[src/hw/capture_timer_defs.vh]
`ifndef CAPTURE_TIMER_DEFS_VH
`define CAPTURE_TIMER_DEFS_VH

// ==========================================================
// Register indices (byte address is four times the index)
`define IDX_CONTROL_A     6'h00
`define IDX_CONTROL_B     6'h01
`define IDX_EVENT_CONTROL 6'h04
`define IDX_INT_ENABLE    6'h05
`define IDX_INT_FLAGS     6'h06
`define IDX_RUN_STATUS    6'h07
`define IDX_DEBUG_CONTROL 6'h08
`define IDX_TEMP_BYTE     6'h09
`define IDX_COUNTER_LOW   6'h0A
`define IDX_COUNTER_HIGH  6'h0B
`define IDX_COMPARE_LOW   6'h0C
`define IDX_COMPARE_HIGH  6'h0D

// ==========================================================
// Field positions
`define BIT_ENABLE        0
`define BIT_CAPTURE_INTERRUPT_BIT_EI       0
`define BIT_EDGE          4
`define BIT_INT           0
`define BIT_RUN           0
`define BIT_DEBUG_RUN     0
`define MODE_MSB          2
`define MODE_LSB          0

// ==========================================================
// Reset values
`define RESET_BYTE        8'h00
`define RESET_WORD        16'h0000
`define RESET_MODE        3'h0

// ==========================================================
// Count modes
`define MODE_PERIODIC     3'h0
`define MODE_TIMEOUT      3'h1
`define MODE_EVENT_CAPTURE_INTERRUPT_BIT   3'h2
`define MODE_FREQUENCY    3'h3
`define MODE_PULSE_WIDTH  3'h4
`define MODE_FREQ_PW      3'h5
`define MODE_SINGLE_SHOT  3'h6
`define MODE_PWM8         3'h7

`endif

[src/hw/capture_timer_edge.v]
`timescale 1ns/1ps
module capture_timer_edge (
	// Clock and reset
	input  wire clk,
	input  wire nrst,
	// Event level and edge pulses
	input  wire eventIn,
	output wire rise,
	output wire fall
);
	reg prev_q;

	always @(posedge clk) begin
		if (!nrst) begin
			prev_q <= 1'b0;
		end else begin
			prev_q <= eventIn;
		end
	end

	assign rise = eventIn & ~prev_q;
	assign fall = ~eventIn & prev_q;
endmodule

[src/hw/capture_timer_apb.v]
`timescale 1ns/1ps
`include "capture_timer_defs.vh"
module capture_timer_apb #(
	parameter ADDR_W = 8
) (
	// Clock and reset
	input  wire              clk,
	input  wire              nrst,
	// APB request
	input  wire              psel,
	input  wire              penable,
	input  wire              pwrite,
	input  wire [ADDR_W-1:0] paddr,
	// APB answer
	output wire              pready,
	output wire              pslverr,
	// Decoded strobes
	output wire              loadStb,
	output wire              writeStb,
	output wire [5:0]        regIdx
);
	reg  ready_q;
	reg  err_q;
	reg  mapped;
	wire [ADDR_W-1:0] wordAddr;

	assign wordAddr = paddr >> 2;
	assign regIdx   = wordAddr[5:0];

	always @* begin
		mapped = 1'b0;
		case (regIdx)
		`IDX_CONTROL_A, `IDX_CONTROL_B, `IDX_EVENT_CONTROL,
		`IDX_INT_ENABLE, `IDX_INT_FLAGS, `IDX_RUN_STATUS,
		`IDX_DEBUG_CONTROL, `IDX_TEMP_BYTE, `IDX_COUNTER_LOW,
		`IDX_COUNTER_HIGH, `IDX_COMPARE_LOW, `IDX_COMPARE_HIGH:
			mapped = 1'b1;
		default:
			mapped = 1'b0;
		endcase
		if (paddr[1:0] != 2'h0 || (wordAddr >> 6) != 0) begin
			mapped = 1'b0;
		end
	end

	// Access phase sample cycle and completion edge
	assign loadStb  = psel & penable & ~ready_q;
	assign writeStb = psel & penable & ready_q & pwrite & ~err_q;

	always @(posedge clk) begin
		if (!nrst) begin
			ready_q <= 1'b0;
			err_q   <= 1'b0;
		end else begin
			ready_q <= loadStb;
			err_q   <= loadStb & ~mapped;
		end
	end

	assign pready  = ready_q;
	assign pslverr = err_q;
endmodule

[src/hw/capture_timer_register_file.v]
// Implementation choice: the APB interface to the registers.
`timescale 1ns/1ps
`include "capture_timer_defs.vh"
module capture_timer_register_file #(
	parameter ADDR_W = 8
) (
	// Clock and reset
	input  wire              clk,
	input  wire              nrst,
	// APB slave
	input  wire              psel,
	input  wire              penable,
	input  wire              pwrite,
	input  wire [ADDR_W-1:0] paddr,
	input  wire [31:0]       pwdata,
	output wire [31:0]       prdata,
	output wire              pready,
	output wire              pslverr,
	// Event input and debug halt
	input  wire              eventIn,
	input  wire              debugHalt,
	// Outputs
	output wire              irq,
	output wire              pwmOut
);
	// ======================================================
	// State
	reg        enable_q;
	reg        enable_d;
	reg [2:0]  mode_q;
	reg [2:0]  mode_d;
	reg        capture_event_input_enable_q;
	reg        capture_event_input_enable_d;
	reg        edge_q;
	reg        edge_d;
	reg        intEn_q;
	reg        intEn_d;
	reg        flag_q;
	reg        flag_d;
	reg        debugRun_q;
	reg        debugRun_d;
	reg [7:0]  temp_q;
	reg [7:0]  temp_d;
	reg [15:0] count_q;
	reg [15:0] count_d;
	reg [15:0] compare_q;
	reg [15:0] compare_d;
	reg        run_q;
	reg        run_d;
	reg [1:0]  phase_q;
	reg [1:0]  phase_d;
	reg        pwm_q;
	reg        pwm_d;
	reg        irq_q;
	reg [31:0] rdata_q;
	reg [7:0]  readData;
	reg        setFlag;
	reg        clrFlag;

	wire       loadStb;
	wire       writeStb;
	wire [5:0] regIdx;
	wire       rise;
	wire       fall;
	wire       active;
	wire       evOk;
	wire       selEdge;
	wire       oppEdge;
	wire       captMode;
	wire       pwmMode;
	wire [7:0] wd;
	wire [15:0] countInc;
	wire       aligned;

	// ======================================================
	// Bus slave and event edges
	capture_timer_apb #(
		.ADDR_W (ADDR_W)
	) u_apb (
		.clk      (clk),
		.nrst     (nrst),
		.psel     (psel),
		.penable  (penable),
		.pwrite   (pwrite),
		.paddr    (paddr),
		.pready   (pready),
		.pslverr  (pslverr),
		.loadStb  (loadStb),
		.writeStb (writeStb),
		.regIdx   (regIdx)
	);

	capture_timer_edge u_edge (
		.clk     (clk),
		.nrst    (nrst),
		.eventIn (eventIn),
		.rise    (rise),
		.fall    (fall)
	);

	assign wd       = pwdata[7:0];
	assign aligned  = (paddr[1:0] == 2'h0);
	assign countInc = count_q + 16'h0001;
	assign active   = enable_q & (~debugHalt | debugRun_q);
	assign evOk     = active & capture_event_input_enable_q;
	assign selEdge  = evOk & (edge_q ? fall : rise);
	assign oppEdge  = evOk & (edge_q ? rise : fall);
	assign pwmMode  = (mode_q == `MODE_PWM8);
	assign captMode = (mode_q == `MODE_EVENT_CAPTURE_INTERRUPT_BIT) ||
	                  (mode_q == `MODE_FREQUENCY) ||
	                  (mode_q == `MODE_PULSE_WIDTH) ||
	                  (mode_q == `MODE_FREQ_PW);

	// ======================================================
	// Read mux
	always @* begin
		readData = `RESET_BYTE;
		case (regIdx)
		`IDX_CONTROL_A:     readData = {7'h00, enable_q};
		`IDX_CONTROL_B:     readData = {5'h00, mode_q};
		`IDX_EVENT_CONTROL: readData = {3'h0, edge_q, 3'h0, capture_event_input_enable_q};
		`IDX_INT_ENABLE:    readData = {7'h00, intEn_q};
		`IDX_INT_FLAGS:     readData = {7'h00, flag_q};
		`IDX_RUN_STATUS:    readData = {7'h00, run_q};
		`IDX_DEBUG_CONTROL: readData = {7'h00, debugRun_q};
		`IDX_TEMP_BYTE:     readData = temp_q;
		`IDX_COUNTER_LOW:   readData = count_q[7:0];
		`IDX_COUNTER_HIGH:  readData = temp_q;
		`IDX_COMPARE_LOW:   readData = compare_q[7:0];
		`IDX_COMPARE_HIGH:  readData = pwmMode ? compare_q[15:8] : temp_q;
		default:            readData = `RESET_BYTE;
		endcase
	end

	// ======================================================
	// Counter and mode logic
	always @* begin
		count_d   = count_q;
		compare_d = compare_q;
		run_d     = run_q;
		phase_d   = phase_q;
		pwm_d     = pwm_q;
		setFlag   = 1'b0;
		if (!enable_q) begin
			run_d   = 1'b0;
			phase_d = 2'h0;
		end else if (active) begin
			case (mode_q)
			`MODE_PERIODIC: begin
				run_d = 1'b1;
				if (count_q == compare_q) begin
					count_d = `RESET_WORD;
					setFlag = 1'b1;
				end else begin
					count_d = countInc;
				end
			end
			`MODE_TIMEOUT: begin
				if (selEdge) begin
					run_d = 1'b1;
				end else if (oppEdge) begin
					run_d = 1'b0;
				end
				if (run_q) begin
					if (count_q == compare_q) begin
						count_d = `RESET_WORD;
						setFlag = 1'b1;
					end else begin
						count_d = countInc;
					end
				end
			end
			`MODE_EVENT_CAPTURE_INTERRUPT_BIT: begin
				run_d   = 1'b1;
				count_d = countInc;
				if (selEdge) begin
					compare_d = count_q;
					setFlag   = 1'b1;
				end
			end
			`MODE_FREQUENCY: begin
				run_d = 1'b1;
				if (selEdge) begin
					compare_d = count_q;
					count_d   = `RESET_WORD;
					setFlag   = 1'b1;
				end else begin
					count_d = countInc;
				end
			end
			`MODE_PULSE_WIDTH: begin
				run_d = 1'b1;
				if (selEdge) begin
					count_d = `RESET_WORD;
				end else begin
					count_d = countInc;
					if (oppEdge) begin
						compare_d = count_q;
						setFlag   = 1'b1;
					end
				end
			end
			`MODE_FREQ_PW: begin
				case (phase_q)
				2'h0: begin
					run_d = 1'b0;
					if (selEdge) begin
						count_d = `RESET_WORD;
						run_d   = 1'b1;
						phase_d = 2'h1;
					end
				end
				2'h1: begin
					count_d = countInc;
					if (oppEdge) begin
						compare_d = count_q;
						phase_d   = 2'h2;
					end
				end
				2'h2: begin
					count_d = countInc;
					if (selEdge) begin
						count_d = count_q;
						run_d   = 1'b0;
						setFlag = 1'b1;
						phase_d = 2'h0;
					end
				end
				default: begin
					phase_d = 2'h0;
				end
				endcase
			end
			`MODE_SINGLE_SHOT: begin
				if (!run_q) begin
					if (edge_q ? (rise | fall) & evOk : selEdge) begin
						run_d   = 1'b1;
						count_d = `RESET_WORD;
					end
				end else if (count_q == compare_q) begin
					run_d   = 1'b0;
					count_d = `RESET_WORD;
					setFlag = 1'b1;
				end else begin
					count_d = countInc;
				end
			end
			`MODE_PWM8: begin
				run_d = 1'b1;
				if (count_q[7:0] == compare_q[15:8]) begin
					setFlag = 1'b1;
				end
				if (count_q[7:0] == compare_q[7:0]) begin
					count_d = `RESET_WORD;
					pwm_d   = 1'b1;
				end else begin
					count_d = {8'h00, countInc[7:0]};
				end
				// Low from the count reaching the high compare byte until the next top match
				if (count_d[7:0] == compare_q[15:8]) begin
					pwm_d = 1'b0;
				end
			end
			default: begin
				run_d = 1'b0;
			end
			endcase
		end
	end

	// ======================================================
	// Software writes and read side effects
	always @* begin
		enable_d   = enable_q;
		mode_d     = mode_q;
		capture_event_input_enable_d   = capture_event_input_enable_q;
		edge_d     = edge_q;
		intEn_d    = intEn_q;
		debugRun_d = debugRun_q;
		temp_d     = temp_q;
		clrFlag    = 1'b0;
		if (loadStb && !pwrite && aligned) begin
			if (regIdx == `IDX_COUNTER_LOW) begin
				temp_d = count_q[15:8];
			end
			if (regIdx == `IDX_COMPARE_LOW) begin
				if (!pwmMode) begin
					temp_d = compare_q[15:8];
				end
				if (captMode) begin
					clrFlag = 1'b1;
				end
			end
		end
		if (writeStb) begin
			case (regIdx)
			`IDX_CONTROL_A:     enable_d   = wd[`BIT_ENABLE];
			`IDX_CONTROL_B:     mode_d     = wd[`MODE_MSB:`MODE_LSB];
			`IDX_EVENT_CONTROL: begin
				capture_event_input_enable_d = wd[`BIT_CAPTURE_INTERRUPT_BIT_EI];
				edge_d   = wd[`BIT_EDGE];
			end
			`IDX_INT_ENABLE:    intEn_d    = wd[`BIT_INT];
			`IDX_INT_FLAGS:     clrFlag    = wd[`BIT_INT];
			`IDX_DEBUG_CONTROL: debugRun_d = wd[`BIT_DEBUG_RUN];
			`IDX_TEMP_BYTE:     temp_d     = wd;
			`IDX_COUNTER_LOW:   temp_d     = wd;
			`IDX_COMPARE_LOW: begin
				if (!pwmMode) begin
					temp_d = wd;
				end
			end
			default: begin
				temp_d = temp_q;
			end
			endcase
		end
		flag_d = setFlag | (flag_q & ~clrFlag);
	end

	// ======================================================
	// Registers
	always @(posedge clk) begin
		if (!nrst) begin
			enable_q   <= 1'b0;
			mode_q     <= `RESET_MODE;
			capture_event_input_enable_q   <= 1'b0;
			edge_q     <= 1'b0;
			intEn_q    <= 1'b0;
			flag_q     <= 1'b0;
			debugRun_q <= 1'b0;
			temp_q     <= `RESET_BYTE;
			count_q    <= `RESET_WORD;
			compare_q  <= `RESET_WORD;
			run_q      <= 1'b0;
			phase_q    <= 2'h0;
			pwm_q      <= 1'b0;
			irq_q      <= 1'b0;
			rdata_q    <= 32'h00000000;
		end else begin
			enable_q   <= enable_d;
			mode_q     <= mode_d;
			capture_event_input_enable_q   <= capture_event_input_enable_d;
			edge_q     <= edge_d;
			intEn_q    <= intEn_d;
			flag_q     <= flag_d;
			debugRun_q <= debugRun_d;
			temp_q     <= temp_d;
			run_q      <= run_d;
			pwm_q      <= pwmMode & enable_q ? pwm_d : 1'b0;
			irq_q      <= intEn_d & flag_d;
			phase_q    <= (writeStb && regIdx == `IDX_CONTROL_B) ?
			              2'h0 : phase_d;
			if (loadStb) begin
				rdata_q <= aligned ? {24'h000000, readData} :
				           32'h00000000;
			end
			count_q <= count_d;
			if (writeStb && regIdx == `IDX_COUNTER_HIGH) begin
				count_q <= {wd, temp_q};
			end
			compare_q <= compare_d;
			if (writeStb && regIdx == `IDX_COMPARE_LOW && pwmMode) begin
				compare_q <= {compare_d[15:8], wd};
			end
			if (writeStb && regIdx == `IDX_COMPARE_HIGH) begin
				if (pwmMode) begin
					compare_q <= {wd, compare_d[7:0]};
				end else begin
					compare_q <= {wd, temp_q};
				end
			end
		end
	end

	assign prdata = rdata_q;
	assign irq    = irq_q;
	assign pwmOut = pwm_q;
endmodule

[config.mk]
export PLATFORM = sky130hd
export DESIGN_NAME = capture_timer_register_file
export DESIGN_NICKNAME = d
export VERILOG_FILES = /design/src/hw/capture_timer_edge.v /design/src/hw/capture_timer_apb.v /design/src/hw/capture_timer_register_file.v
export VERILOG_INCLUDE_DIRS = /design/src /design/src/hw
export SDC_FILE = /design/constraint.sdc
export NUM_CORES = 1
export LEC_CHECK = 0
export BUFFER_PORTS_ARGS = -buffer_cell sky130_fd_sc_hd__buf_4
export CAP_MARGIN = 20
export CORE_UTILIZATION = 58
export CTS_CLUSTER_SIZE = 25
export DETAILED_ROUTE_END_ITERATION = 12
export GPL_TIMING_DRIVEN = 0
export PLACE_DENSITY = 0.86
export SETUP_SLACK_MARGIN = 0.2
export SKIP_CTS_REPAIR_TIMING = 1
export SKIP_LAST_GASP = 1
export SYNTH_ARGS = -nofsm -noshare
export SYNTH_HDL_FRONTEND = slang
export SYNTH_HIERARCHICAL = 1
export SYNTH_SLANG_ARGS = --single-unit
[constraint.sdc]
create_clock -name clk -period 2.77 [get_ports clk]
set_input_delay 0.277 -clock clk [delete_from_list [all_inputs] [get_ports clk]]
set_output_delay 0.277 -clock clk [all_outputs]
set_load 0.01 [all_outputs]
### Word-level counts from Yosys, hierarchy flattened

Memory sizes are Yosys's and may differ from the RTL's.
Index checks and enable logic that the tools add are counted.
Widths: inputs -> output; s select.

* register bits: 89
* bits in read-only memories: 16
* bits of input ports: 47
* output and inout port bits: 36
* memories kept: 1

* $add $sub $neg: 1
* eq/ne operators: 36
* mux-type cells: 72
* bitwise gates (word level): 28
* reduce and logical (&&, ||, !) cells: 38

Memory list
* (no name shown): words 16, width 1, rd ports 1, clocked after memory_dff 0, write ports 0, line capture_timer_apb.v:32 `case (regIdx)`

Operators by type and width (count)
* $mux 16: 20
* $pmux 16 s7: 1
* $pmux 16 s3: 2
* $mux 8: 11
* $pmux 8 s11: 1
* $eq 6x4->1 const B: 6
* $mux 1: 29
* $eq 6x3->1 const B: 4
* $eq 8x8->1: 3
* $pmux 8 s3: 1
* $add 16x1->16 const B: 1
* $and 1x1->1: 16
* $eq 16x16->1: 1
* $eq 3x3->1 const B: 4
* $ne 4x4->1 const B: 3
* $reduce_and 2->1: 6
* $reduce_or 2->1: 5
* $ne 3x3->1 const B: 3
* $not 1->1: 9
* $reduce_and 4->1: 2
* $reduce_bool 2->1: 4
* $logic_and 1x1->1: 7
* $reduce_and 7->1: 1
* $eq 3x2->1 const B: 2
* other kinds (23): 33

### Logic depth before layout (Yosys ltp)

* word-level depth: 13
* gate-level depth with buffers: 10
* depth with buffers taken out: 8

### By module

The synthesis kept the hierarchy.

Modules (own cells, without submodules)
* capture_timer_register_file: times used 1, cells each 661, area an instance 4867.2 µm², sequential area each 1241.2 µm²
* capture_timer_apb: times used 1, cells each 16, area an instance 151.4 µm², sequential area each 40.0 µm²
* capture_timer_edge: times used 1, cells each 4, area an instance 38.8 µm², sequential area each 20.0 µm²

### Worst setup path after synthesis

OpenSTA, ideal clock, no wires.

* path type: flip-flop to flip-flop
* start: reg u_edge.prev_q
* end: reg compare_q[5]
* library setup time: 74 ps
* arrival time: 2159 ps
* required time: 2696 ps
* slack: 537 ps
* cell stages (with the launch flop): 9
* buffers on the path: 1
* period minus slack after synthesis: 2233 ps
* cell sequence: dfxtp_1 nor2b_1 mux2_1 nand2_1 a221o_1 buf_2 or4_1 a21o_1 a31oi_1

* elaborated cells on any way between the ends: 17
* classes of those cells: mux (12); bitwise (5)

RTL lines
* start, declared: line capture_timer_edge.v:11 `reg prev_q;`
* start signal, assigned: line capture_timer_edge.v:17 `prev_q <= eventIn;`
* $and 1x1->1 (*): line capture_timer_edge.v:22 `assign fall = ~eventIn & prev_q;`
* via fall: line capture_timer_register_file.v:64 `wire fall;`
* $mux 1: line capture_timer_register_file.v:107 `assign oppEdge = evOk & (edge_q ? rise : fall);`
* $and 1x1->1: line capture_timer_register_file.v:107
* $mux 16: line capture_timer_register_file.v:197, capture_timer_register_file.v:215
* $mux 16 (on tied branches): line capture_timer_register_file.v:204, capture_timer_register_file.v:193
* $pmux 16 s3 (*): line capture_timer_register_file.v:148 `case (mode_q)`
* $mux 16 (*): line capture_timer_register_file.v:147 `end else if (active) begin`
* $mux 16 (*): line capture_timer_register_file.v:144 `if (!enable_q) begin`
* $mux 8 (on tied branches): line capture_timer_register_file.v:363, capture_timer_register_file.v:367
* $mux 16 (*): line capture_timer_register_file.v:366 `` if (writeStb && regIdx == `IDX_COMPARE_HIGH) begin ``
* end signal, assigned: line capture_timer_register_file.v:362 `compare_q <= compare_d;`
* end signal, assigned: line capture_timer_register_file.v:364 `compare_q <= {compare_d[15:8], wd};`
* end signal, assigned: line capture_timer_register_file.v:368 `compare_q <= {wd, compare_d[7:0]};`
* end, declared: line capture_timer_register_file.v:46 `reg [15:0] compare_q;`

The timed path passes the listed nets; every way through them passes the cells marked *.
A chain may end at the register's enable or synchronous reset.

### Final worst setup path

* start: reg count_q[7]
* end: reg count_q[12]

* longest elaborated chain between the ends: 7
* elaborated cells on any way between the ends: 12
* classes of those cells: add/sub (1); eq/ne (1); mux (10)

Ends and longest elaborated chain
* start, declared: line capture_timer_register_file.v:44 `reg [15:0] count_q;`
* start signal, assigned: line capture_timer_register_file.v:333 `` count_q <= `RESET_WORD; ``
* start signal, assigned: line capture_timer_register_file.v:358 `count_q <= count_d;`
* start signal, assigned: line capture_timer_register_file.v:360 `count_q <= {wd, temp_q};`
* $add 16x1->16 / $eq 16x16->1 (equally long branches)
* $mux 16 (on tied branches)
* $pmux 16 s3, or another cell as far along: line capture_timer_register_file.v:204 `case (phase_q)`
* $pmux 16 s7 (*): line capture_timer_register_file.v:148
* $mux 16 (*): line capture_timer_register_file.v:147
* $mux 16 (*): line capture_timer_register_file.v:144
* $mux 16 (*): line capture_timer_register_file.v:359 `` if (writeStb && regIdx == `IDX_COUNTER_HIGH) begin ``

Every way passes the cells marked *; elsewhere a longest branch is shown, timed or not. The select of a mux whose other input is x is not followed.

==> impl_metrics.yaml <==
cts:
  clock-sinks: 65
  clk_transition_reported_paths_ns: 0.08
  cts-htree-levels: 3
  cts_tree: "yes"
  cts-root-to-sink-buffers: 2
  cts_buffers: 9
  clk_root_buffer_cell: "clkbuf_8"
  clkLatencyLatePin_ns: 0.37
sta:
  worst_relative_slew_slack_pct: 37.68
  period_needed_ns: 2.472
  finalMaxSlewViolations: 0
  finalClockSkew_ns: 0.006808
  final-setup-viol-count: 0
  finalCritPeriodShare_pct: 89.23
  worst-slew-pin-transition_ns: 0.9329
  rsz0062_at_grt: "true"
  max_freq_mhz: 404.6
  report.final.hold_viol_count: 0
  finalSetupTns_ns: 0
  fin_worst_hold_slack_ns: 0.1520
  layout_setup_ws_ns: 0.2983
run_status:
  run_status: "completed"
global_route:
  grt_pass1_vias: 4997
  grt_remaining_overflow: 0
  use_met1_pct: 51.82
  initial_antenna_violation_count: 0
  pin_count_of_the_biggest_net_entering_global_routing: 13
  grt_pass1_wl_um: 26300
  gr-usage-met3_pct: 7.018
  grt_util_met2_pct: 59.17
  gr-usage-all-layers_pct: 38.72
  grt-busiest-layer: "met2"
placed_design:
  hpwlAfterDp_um: 12550
  numPortBuffers: 32
  place.gp.congestion: 0.9875
  place_ws_ns: -0.06303
  place_inst: 841
yosys:
  synth_top_family_by_area: "simple AND/OR/NAND/NOR gates"
  post_synth_xor_area_fraction_pct: 6.853
  synth_compound_area_share_pct: 24.86
  synth-edff-count: 0
  proportion_of_register_bits_with_asynchronous_set_or_reset_after_synthesis_pct: 0
  synth.yosys.warnings: 6
  synth_seq_area_share_pct: 25.73
  post_synth_instance_area_um2: 5057
  post_synth_fa_ha_maj_area_fraction_pct: 0.9896
  synth_cell_type_count: 82
  ys_seq_elements: 65
  ys_dominant_reg_cell: "dfxtp_1"
  post_synth.cell_area_avg_um2: 7.426
  yosysTopAreaCellShare_pct: 25.73
  yosys.area_share.simple_pct: 27.39
  syn_inst: 681
  post_synth_main_area_contributors: "dfxtp_1, nand2_1, xnor2_1"
  synth_largest_area_cell: "dfxtp_1"
  synth.area.mux_share_pct: 4.305
setup_path:
  crit_chain: "clkbuf_1, xnor2_1, nand4_1, o41a_1, o21a_1, o21ai_0, a31oi_1"
  class_of_the_most_critical_setup_path: "register to register"
  worst_ep_required_time_ns: 3.00
  startpoint_kind_of_the_worst_setup_timing_path: "register"
  data_arrival_critical_path_ns: 2.70
  critical_path.max_stage_delay_ns: 0.53
  cp-end-kind: "register"
  crit_path_max_fanout: 8
  crit_slowest_cell: "o41a_1"
die:
  floorplan.die.width_um: 95.38
  fp.dieArea_um2: 9097
  die-height_um: 95.38
  initial_utilization_pct: 60.64
  row_count: 33
  core_footprint_um2: 8341
  io_pins: 83
finish:
  post_route_cells_drive_above_1_share_pct: 15.10
  flow.area_growth_from_synthesis_pct: 15.12
  final_non_filler_cells: 860
  diodes: 0
  fin_nets: 801
route:
  drt-pass1-iter-count: 5
  route.detailed.drc: 0
  postRouteWirelength_um: 17340
  detailed_route_iter0_violations: 717
  route.detailed.vias_per_inst: 6.541
  drtAntennaViolNets: 0
  drt-wirelength-per-cell_um: 20.17
  detailroute.via_count: 5625
hold_path:
  min_path_type: "input pin to register"
power_and_ir_drop:
  power_per_cell_area_nw_per_um2: 368.5
  leakage_nw: 1.983
  maximum_vdd_drop_v: 0.0002171
run:
  drv_cap: 0
[synth_stat cells (all sizes together) (3+ instances only)]
master   count
nand2       90
dfxtp       65
a21oi       58
nor2        48
buf         44
clkbuf      40
xnor2       34
nand3       30
o21ai       25
nor3        18
mux2i       16
nand2b      16
inv         12
a31oi       11
nand4       11
a211oi      10
nor4         9
o221ai       9
and2         8
a21o         7
nor2b        7
a222oi       6
nor3b        6
o211ai       5
o22a         5
or3          5
or4          5
a31o         4
ha           4
mux2         4
o21a         4
o31ai        4
a221o        3
and3         3
nor4b        3
o22ai        3
o2bb2ai      3
o32ai        3
xor2         3
[worst paths after layout]
| kind | startpoint | to | slack, ns | cells past startpoint |
|---|---|---|---|---|
| setup / recovery | count_q[7]$_SDFFE_PN0P_ | count_q[12]$_SDFFE_PN0P_ | 0.30 | 7 |
| hold / removal | eventIn | u_edge/prev_q$_SDFF_PN0_ | 0.15 | 2 |
| setup reg to reg | count_q[7]$_SDFFE_PN0P_ | count_q[12]$_SDFFE_PN0P_ | 0.30 | 7 |
| hold reg to reg | prdata[7]$_SDFFE_PN0P_ | prdata[7]$_SDFFE_PN0P_ | 0.48 | 2 |
[power by group]
part           internal, mW  switching [mW]
clock network         0.597           0.433
logic                0.0743           0.104
registers             0.936         0.00196
total                  1.61           0.538
[sequential cells by signal (all words and copies together), names as in the netlist]
signal,cells
debugRun_q,1
intEn_q,1
enable_q,1
capture_event_input_enable_q,1
temp_q,8
u_apb/pready,1
edge_q,1
flag_q,1
pwmOut,1
prdata,8
mode_q,3
u_apb/pslverr,1
compare_q,16
run_q,1
count_q,16
u_edge/prev_q,1
irq,1
phase_q,2
[metrics by stage]
step                cell area [um^2]  util [%]  total power [mW]
floorplan                       5144         -             1.069
global placement                5515     66.13             1.126
detailed placement              5515     66.13             1.130
CTS                             5758     69.04             2.120
global route                    5822     69.80             2.187
finish                          5822     69.80             2.146
[metal layers]
layer	wire length (um)	up-vias
met5	0	-
met4	898	0
met3	1945	71
met2	7688	420
met1	6810	2582
li1	-	2552
[layout make-up]
type / count / area [um^2]
plain buffers: 84 / 457.9
clock buffers: 9 / 123.9
clock inverters: 7 / 118.9
fillers: 737 / 2519
inverters: 12 / 45.04
multi-input cells: 543 / 3383
flip-flops and latches: 65 / 1301
well taps: 105 / 131.4
repair buffers: 35 / 260.3
[placed cells by master (no fill, tap or decap), types with 4 or more instances in the layout]
cell and n:
a211oi_1 10, a21o_1 7, a21oi_1 57, a222oi_1 6, a31oi_1 11, and2_1 7, buf_2 11, buf_4 64
clkbuf_1 38, clkbuf_8 9, conb_1 24, dfxtp_1 65, inv_1 12, mux2i_1 15, nand2_1 90, nand2b_1 16
nand3_1 30, nand4_1 11, nor2_1 47, nor2b_1 5, nor3_1 17, nor3b_1 6, nor4_1 8, o211ai_1 5
o21a_1 4, o21ai_0 20, o21ai_1 5, o221ai_1 9, o22a_1 5, o31ai_1 4, or3_1 5, or4_1 5
xnor2_1 34
[critical path: cells and delay by family (launching register included)]
kind / cells / cell delay, ns
buffers and inverters: 1 / 0.36
AOI/OAI and AO/OA: 4 / 1.07
and+or+nand+nor: 1 / 0.38
xor gates and xnor gates: 1 / 0.17
DFF: 1 / 0.34
[logic make-up after synthesis]
kind of cell / after synthesis
buffers and inverters: 96
XOR/XNOR: 38
flip-flops: 65
multiplexers: 20
adder cells (fa/ha/maj): 4
AND/OR/NAND/NOR: 273
AO/OA/AOI/OAI: 184
other: 1
(Power assumes the default switching activity.)
